===== src/rtl/sgs_pkg.sv =====
package sgs_pkg;
   // ==========================================================
   // timing
   localparam int CLK_HZ          = 25000000;
   localparam int LOCK_TIMEOUT_MS = 600;
   localparam int MIN_LOW_MS      = 500;
   localparam int LOCK_TIMEOUT_CYC = (CLK_HZ / 1000) * LOCK_TIMEOUT_MS;
   localparam int MIN_LOW_CYC      = (CLK_HZ / 1000) * MIN_LOW_MS;
   localparam int CNT_W            = 24;
   // ==========================================================
   // power-up holding test
   localparam int RETRY_MAX = 7;
   localparam int RETRY_W   = 4;
   // ==========================================================
   // synchroniser
   localparam int SYNC_STAGES = 3;

   typedef enum logic [1:0] {
      SGS_MAG_IDLE = 2'b00,
      SGS_MAG_WAIT = 2'b01,
      SGS_MAG_HELD = 2'b10,
      SGS_MAG_FAIL = 2'b11
   } sgs_mag_t;
endpackage


===== src/rtl/sgs_sync.sv =====
`timescale 1ns/10ps
module sgs_sync #(
   parameter int WIDTH = 5
) (
   input  wire logic             clk,
   input  wire logic             nrst,
   input  wire logic [WIDTH-1:0] din,
   output logic      [WIDTH-1:0] dout
);
   // ==========================================================
   // three stages; a change counts once stages two and three agree
   logic [WIDTH-1:0] s1_r;
   logic [WIDTH-1:0] s2_r;
   logic [WIDTH-1:0] s3_r;
   logic [WIDTH-1:0] out_r;

   always_ff @(posedge clk or negedge nrst) begin
      if (!nrst) begin
         s1_r <= '0;
         s2_r <= '0;
         s3_r <= '0;
      end else begin
         s1_r <= din;
         s2_r <= s1_r;
         s3_r <= s2_r;
      end
   end

   genvar i;
   generate
      for (i = 0; i < WIDTH; i++) begin : g_bit
         always_ff @(posedge clk or negedge nrst) begin
            if (!nrst) begin
               out_r[i] <= 1'b0;
            end else if (s2_r[i] == s3_r[i]) begin
               out_r[i] <= s3_r[i];
            end
         end
      end
   endgenerate

   assign dout = out_r;
endmodule // sgs_sync


===== src/rtl/sgs_gate_logic.sv =====
`timescale 1ns/10ps
// Functional notes
// outputs high only when all conditions hold
// outputs low on any failing condition
// lock status high while actuator present
// status held if force reached or unlocked
// status low on absence or force timeout
// recover after 500 ms low then high
// flag unequal inputs on single fall
// fallen input rising again locks outputs
// lock cleared once both inputs low
// magnet on with command and actuator; the code also holds it off in SGS_MAG_FAIL
// power-up force test blocks outputs
// seven silent retries, lock on success
// controller keeps command low 500 ms
// forced opening drops outputs at once
// evaluator treats outputs as two channels
// chained outputs feed next inputs
// lock failure on timeout or forcing
// partial operation shown during one-sided fall
// counters on one clock, reset clears
// external inputs synchronised first
module sgs_gate_logic #(
   parameter int LOCK_CYC = sgs_pkg::LOCK_TIMEOUT_CYC,
   parameter int LOW_CYC  = sgs_pkg::MIN_LOW_CYC
) (
   input  wire logic clk,
   input  wire logic nrst,
   input  wire logic actuatorPresent,
   input  wire logic channelOneInput,
   input  wire logic channelTwoInput,
   input  wire logic lockCommandInput,
   input  wire logic holdingForceOk,
   output logic      safetyOutOne,
   output logic      safetyOutTwo,
   output logic      lockStatusOutput,
   output logic      magnetEnable,
   output logic      unequalFlag,
   output logic      plausError,
   output logic      lockFailure
);
   // ==========================================================
   // input synchronisation
   logic [4:0] syncIn;
   logic       act;
   logic       ch1;
   logic       ch2;
   logic       cmd;
   logic       holdOk;

   sgs_sync #(.WIDTH(5)) u_sync (
      .clk  (clk),
      .nrst (nrst),
      .din  ({actuatorPresent, channelOneInput, channelTwoInput,
              lockCommandInput, holdingForceOk}),
      .dout (syncIn)
   );
   assign {act, ch1, ch2, cmd, holdOk} = syncIn;

   logic ch1Prev_r;
   logic ch2Prev_r;
   logic cmdPrev_r;
   logic actPrev_r;
   always_ff @(posedge clk or negedge nrst) begin
      if (!nrst) begin
         ch1Prev_r <= 1'b0;
         ch2Prev_r <= 1'b0;
         cmdPrev_r <= 1'b0;
         actPrev_r <= 1'b0;
      end else begin
         ch1Prev_r <= ch1;
         ch2Prev_r <= ch2;
         cmdPrev_r <= cmd;
         actPrev_r <= act;
      end
   end

   // ==========================================================
   // plausibility monitoring
   logic unequal_r;
   logic partLock_r;
   logic oneFall;
   logic reRise;
   assign oneFall = (ch1Prev_r & ~ch1 & ch2) | (ch2Prev_r & ~ch2 & ch1);
   assign reRise  = unequal_r & ((~ch1Prev_r & ch1 & ch2) | (~ch2Prev_r & ch2 & ch1));

   always_ff @(posedge clk or negedge nrst) begin
      if (!nrst) begin
         unequal_r  <= 1'b0;
         partLock_r <= 1'b0;
      end else begin
         if (!ch1 && !ch2) begin
            unequal_r  <= 1'b0;
            partLock_r <= 1'b0;
         end else begin
            if (oneFall) begin
               unequal_r <= 1'b1;
            end
            if (reRise) begin
               partLock_r <= 1'b1;
            end
         end
      end
   end

   // ==========================================================
   // magnet control and holding-force monitor
   sgs_pkg::sgs_mag_t           magState_r;
   logic [sgs_pkg::CNT_W-1:0]   lockCnt_r;
   logic [sgs_pkg::CNT_W-1:0]   lowCnt_r;
   logic [sgs_pkg::RETRY_W-1:0] retry_r;
   logic                        powerTest_r;
   logic                        lowLongEnough_r;
   logic                        forcedOpen_r;
   logic                        magOn;
   logic                        forcedEvt;

   assign magOn     = cmd & act;
   // actuator lost while the magnet held the gate
   assign forcedEvt = actPrev_r & ~act & (magState_r == sgs_pkg::SGS_MAG_HELD);

   always_ff @(posedge clk or negedge nrst) begin
      if (!nrst) begin
         lowCnt_r        <= '0;
         lowLongEnough_r <= 1'b0;
      end else if (cmd) begin
         lowCnt_r        <= '0;
         // a short low after an earlier long one must not count again
         lowLongEnough_r <= 1'b0;
      end else if (lowCnt_r >= sgs_pkg::CNT_W'(LOW_CYC - 1)) begin
         lowLongEnough_r <= 1'b1;
      end else begin
         lowCnt_r <= lowCnt_r + 1'b1;
      end
   end

   always_ff @(posedge clk or negedge nrst) begin
      if (!nrst) begin
         magState_r   <= sgs_pkg::SGS_MAG_IDLE;
         lockCnt_r    <= '0;
         retry_r      <= '0;
         powerTest_r  <= 1'b1;
         forcedOpen_r <= 1'b0;
      end else begin
         if (forcedEvt) begin
            forcedOpen_r <= 1'b1;
         end else if (!cmd) begin
            forcedOpen_r <= 1'b0;
         end
         case (magState_r)
            sgs_pkg::SGS_MAG_IDLE: begin
               lockCnt_r <= '0;
               if (magOn) begin
                  magState_r <= sgs_pkg::SGS_MAG_WAIT;
               end
            end
            sgs_pkg::SGS_MAG_WAIT: begin
               if (!magOn) begin
                  magState_r <= sgs_pkg::SGS_MAG_IDLE;
               end else if (holdOk) begin
                  magState_r  <= sgs_pkg::SGS_MAG_HELD;
                  powerTest_r <= 1'b0;
               end else if (lockCnt_r >= sgs_pkg::CNT_W'(LOCK_CYC - 1)) begin
                  lockCnt_r <= '0;
                  if (powerTest_r && retry_r < sgs_pkg::RETRY_W'(sgs_pkg::RETRY_MAX)) begin
                     retry_r <= retry_r + 1'b1;
                  end else begin
                     powerTest_r <= 1'b0;
                     magState_r  <= sgs_pkg::SGS_MAG_FAIL;
                  end
               end else begin
                  lockCnt_r <= lockCnt_r + 1'b1;
               end
            end
            sgs_pkg::SGS_MAG_HELD: begin
               if (!magOn) begin
                  magState_r <= sgs_pkg::SGS_MAG_IDLE;
               end
            end
            sgs_pkg::SGS_MAG_FAIL: begin
               // leave only after a long enough low then a new rise
               if (cmd && !cmdPrev_r && lowLongEnough_r) begin
                  magState_r <= sgs_pkg::SGS_MAG_IDLE;
               end
            end
            default: begin
               magState_r <= sgs_pkg::SGS_MAG_IDLE;
            end
         endcase
      end
   end

   // ==========================================================
   // outputs, all registered
   logic safeOk;
   logic statusNxt;
   assign safeOk = act & ch1 & ch2 & cmd & (magState_r == sgs_pkg::SGS_MAG_HELD)
                 & ~partLock_r & ~powerTest_r & ~forcedEvt & ~forcedOpen_r
                 // the re-rise cycle itself must not pulse the outputs
                 & ~reRise;
   // power-up retries keep the status output untouched
   assign statusNxt = act & (magState_r != sgs_pkg::SGS_MAG_FAIL);

   always_ff @(posedge clk or negedge nrst) begin
      if (!nrst) begin
         safetyOutOne     <= 1'b0;
         safetyOutTwo     <= 1'b0;
         lockStatusOutput <= 1'b0;
         magnetEnable     <= 1'b0;
         unequalFlag      <= 1'b0;
         plausError       <= 1'b0;
         lockFailure      <= 1'b0;
      end else begin
         safetyOutOne     <= safeOk;
         safetyOutTwo     <= safeOk;
         lockStatusOutput <= statusNxt;
         magnetEnable     <= magOn & (magState_r != sgs_pkg::SGS_MAG_FAIL);
         unequalFlag      <= unequal_r & ~partLock_r;
         plausError       <= partLock_r;
         lockFailure      <= (magState_r == sgs_pkg::SGS_MAG_FAIL) | forcedOpen_r;
      end
   end

   // ==========================================================
   // checks
   AST_SAFE_NEEDS_ALL: assert property (@(posedge clk) disable iff (!nrst)
      safetyOutOne |-> $past(act) && $past(ch1) && $past(ch2) && $past(cmd))
      else $error("safety output high without all conditions");
   AST_SAFE_LOW_ON_CH: assert property (@(posedge clk) disable iff (!nrst)
      (!ch1 || !ch2) |=> !safetyOutTwo)
      else $error("safety output high with a channel low");
   AST_STATUS_ACT: assert property (@(posedge clk) disable iff (!nrst)
      !act |=> !lockStatusOutput)
      else $error("status high with actuator absent");
   AST_STATUS_HIGH: assert property (@(posedge clk) disable iff (!nrst)
      (act && magState_r != sgs_pkg::SGS_MAG_FAIL) |=> lockStatusOutput)
      else $error("status low with actuator present");
   AST_PLAUS_CLEAR: assert property (@(posedge clk) disable iff (!nrst)
      (!ch1 && !ch2) |=> !partLock_r ##1 !plausError)
      else $error("partial lock not cleared");
   AST_PLAUS_OFF: assert property (@(posedge clk) disable iff (!nrst)
      partLock_r |=> !safetyOutOne)
      else $error("outputs on during partial lock");
   AST_RERISE_OFF: assert property (@(posedge clk) disable iff (!nrst)
      reRise |=> !safetyOutOne && !safetyOutTwo)
      else $error("outputs on at channel re-rise");
   AST_MAGNET: assert property (@(posedge clk) disable iff (!nrst)
      (cmd && act && magState_r != sgs_pkg::SGS_MAG_FAIL) |=> magnetEnable)
      else $error("magnet not energised");
   AST_FORCED: assert property (@(posedge clk) disable iff (!nrst)
      forcedEvt |=> !safetyOutOne && !safetyOutTwo ##1 lockFailure)
      else $error("forced opening not handled");
   AST_FAIL_EXIT: assert property (@(posedge clk) disable iff (!nrst)
      (magState_r == sgs_pkg::SGS_MAG_FAIL && !lowLongEnough_r)
      |=> magState_r == sgs_pkg::SGS_MAG_FAIL)
      else $error("failure left without long low");
endmodule // sgs_gate_logic


===== config.mk =====
export PLATFORM = sky130hd
export DESIGN_NAME = sgs_gate_logic
export DESIGN_NICKNAME = d
export VERILOG_FILES = /design/src/rtl/sgs_pkg.sv /design/src/rtl/sgs_sync.sv /design/src/rtl/sgs_gate_logic.sv
export SDC_FILE = /design/constraint.sdc
export NUM_CORES = 1
export LEC_CHECK = 0
export ABC_AREA = 1
export BUFFER_PORTS_ARGS = -buffer_cell sky130_fd_sc_hd__buf_2
export CORE_ASPECT_RATIO = 0.6
export CORE_MARGIN = 2
export CORE_UTILIZATION = 60
export CTS_CLUSTER_SIZE = 12
export DETAILED_ROUTE_END_ITERATION = 10
export GPL_ROUTABILITY_DRIVEN = 0
export GPL_TIMING_DRIVEN = 0
export PLACE_DENSITY = 0.77
export SLEW_MARGIN = 20
export SYNTH_ARGS = -nofsm -noshare
export SYNTH_HDL_FRONTEND = slang
export SYNTH_SLANG_ARGS = --single-unit
export TNS_END_PERCENT = 5

===== constraint.sdc =====
create_clock -name clk -period 4.9 [get_ports clk]
set_input_delay 0.98 -clock clk [delete_from_list [all_inputs] [get_ports clk]]
set_output_delay 0.98 -clock clk [all_outputs]
set_load 0.03 [all_outputs]

==> results.ini <==
[critical_path]
arrival_ns=1.01
crit_path_max_fanout=2
reg2reg_setup_slack_ns=2.98
timing_worst_setup_path_type=reg -> out
end_kind=output pin
required_ns=3.92
cp-start-kind=flop

[final_layout]
fillCellCount=605
antennaDiodeCount=0
fin_area_um2=5330
drive_above_1_share=0.104
layout-area-overhead-vs-synth_pct=11.7
utilization=0.684
multi_input_area_um2=2120
instances_no_fill=752
nets=649
seq_area_um2=2230

[clock_network]
clock-sinks=89
cts.repair.resized=0
clock_latency_ns=0.34
cts-buffers-inserted=9
path_clk_slew_ns=0.06
hold_buffers=0
cts_root_buf=clkbuf_16
cts_tree=built
clk_path_buf_depth=2
post_cts_buffers=0
htree_levels=3

[global_routing]
gr-usage-all-layers=0.273
grt_max_degree=49
antenna_found_initial=0
grt_pass1_wl_um=18300
grt_pass1_vias=3666
overflow=0

[logic_synthesis]
synth_seq_cells=89
synth_fp_nets=624
ys_warn_count=0
netlist_area_um2=4770
yosysSeqAreaShare=0.467
ys_types=35
syn_inst=614
postSynthAreaPerCell_um2=7.76

[timing]
final_hold_viol_count=0
fin_crit_sh=0.406
maxSlewHeadroom=0.610
slew_violations=0
fin_tns_setup_ns=0
final-setup-viol-count=0
fmax_ghz=0.502
whs_ns=0.352
skew_ns=0.00858
tightest_slew_ns=0.585
rsz0062_at_grt=no
min_period_ns=1.99

[pwr]
vdd_drop_max_mv=0.212
powerDensity_nw_per_um2=354
p_leak_nw=2.65

[placement]
dp_cells=736
place_area_um2=5000
numPortBuffers=13
hpwl_um=8100

[drt]
vias=4110
ant_nets=0
drtIter0Drc=500
wirelength_um=11000
viasPerCell=5.47
wl_per_cell_um=14.7
dr.pass1.iters=5
drc=0

[floorplanning]
floorplan.core_area_um2=7790
io_pins=14
die_w_um=119
num_rows=25
start_util=0.612
die_h_um=73.0
die_area_um2=8700

[min_path]
hold_path.class=reg -> reg

[run_status]
status=completed

[job]
max-cap-violations=0

==> synth_stat cells <==
| cell | n | area share |
|---|---|---|
| buf_1 | 2 | 0.0016 |
| nand2_2 | 4 | 0.0052 |
| buf_2 | 1 | 0.0010 |
| o21ai_0 | 12 | 0.013 |
| nand3_1 | 88 | 0.092 |
| nor4_1 | 1 | 0.0013 |
| inv_1 | 76 | 0.060 |
| buf_6 | 7 | 0.017 |
| nor2_2 | 2 | 0.0026 |
| nand3_2 | 6 | 0.013 |
| nand2_1 | 173 | 0.14 |
| o211ai_1 | 1 | 0.0016 |
| maj3_1 | 5 | 0.010 |
| clkbuf_1 | 3 | 0.0024 |
| dfrtp_1 | 88 | 0.46 |
| nor2_1 | 63 | 0.050 |
| dfstp_2 | 1 | 0.0055 |
| nand3b_1 | 2 | 0.0031 |
| nor2b_4 | 1 | 0.0029 |
| buf_4 | 2 | 0.0031 |
| o21ai_2 | 1 | 0.0018 |
| nand4_1 | 8 | 0.010 |
| o22ai_1 | 9 | 0.012 |
| nor3_2 | 1 | 0.0021 |
| ha_1 | 3 | 0.0079 |
| xnor2_1 | 7 | 0.013 |
| xor2_1 | 15 | 0.028 |
| o21ai_1 | 3 | 0.0031 |
| a21oi_1 | 8 | 0.0084 |
| nor2_4 | 5 | 0.012 |
| a21oi_2 | 2 | 0.0037 |
| or2_1 | 1 | 0.0013 |
| inv_2 | 3 | 0.0024 |
| nor3_1 | 9 | 0.0094 |
| a22oi_2 | 1 | 0.0026 |
==> registers in the layout, indices dropped and copies added, names as in the netlist, 2 cells and up <==
register     cells
lockCnt_r       24
lowCnt_r        24
u_sync.dout      5
u_sync.s1_r      5
u_sync.s2_r      5
u_sync.s3_r      5
retry_r          4
magState_r       2
==> critical path, stage by stage (launching register included) <==
cell	delay [ns]
dfrtp_1	0.38
buf_4	0.13
buf_2	0.16
==> logic make-up after synthesis <==
family                     after synthesis  synth area share
xor gates and xnor gates                22            0.0404
AOI/OAI and AO/OA                       37            0.0457
adders and majority gates                8            0.0184
DFF                                     89             0.467
and+or+nand+nor                        364             0.341
buffers and inverters                   94            0.0869
==> area by class of cell <==
type                    instances  area share
flip-flops and latches         89       0.418
multi-input cells             431       0.399
inverters                      79      0.0557
clock buffers                   9      0.0423
well taps                     108      0.0254
plain buffers                  15      0.0221
clock inverters                 7      0.0193
repair buffers                 14      0.0179
==> layout by cell type (no fill, tap or decap), drive strengths merged <==
cell type	count
nand3b	2
a22oi	1
o22ai	9
xor2	15
xnor2	7
buf	26
nor2b	1
a21oi	10
maj3	5
nor3	10
or2	1
bufinv	2
dfrtp	88
nand2	177
inv	80
nor4	1
nor2	70
clkinv	3
nand4	8
clkbuf	12
ha	3
nand3	94
clkinvlp	1
o21ai	16
o211ai	1
dfstp	1
==> routing by layer <==
layer	routed length, µm	global-route usage	vias to the layer above	share of wire
met3	1110	0.0992	14	0.10
met2	4410	0.354	182	0.40
met4	80	0.0728	0	0.0073
met5	0	0	-	0
li1	-	-	2003	-
met1	5420	0.422	1911	0.49
==> final timing paths <==
check | cells after the start | start | to
worst max-delay path | 2 | safetyOutTwo | safetyOutTwo
worst min-delay path | 0 | u_sync.s1_r[4] | u_sync.s2_r[4]
worst max register to register | 10 | lowCnt_r[0] | lowCnt_r[19]
worst min register to register | 0 | u_sync.s1_r[4] | u_sync.s2_r[4]
max in group asynchronous | 2 | nrst | lowLongEnough_r
min in group asynchronous | 1 | nrst | lowCnt_r[1]
==> through the flow <==
stage | power, W | worst slack [ns]
floorplan | 0.00104 | 3.22
detailed placement | 0.00115 | 3.05
global placement | 0.00113 | 2.13
finish | 0.00189 | 2.91
CTS | 0.00189 | 2.89
global route | 0.00197 | 2.77
==> report_power, final <==
group	internal, W	leakage [nW]	switching, W
sequential	0.000782	1.17	0.0000394
clock	0.000451	0.156	0.000294
combinational	0.0000894	1.33	0.000232
No activity file was read; power rests on OpenSTA's default activity.
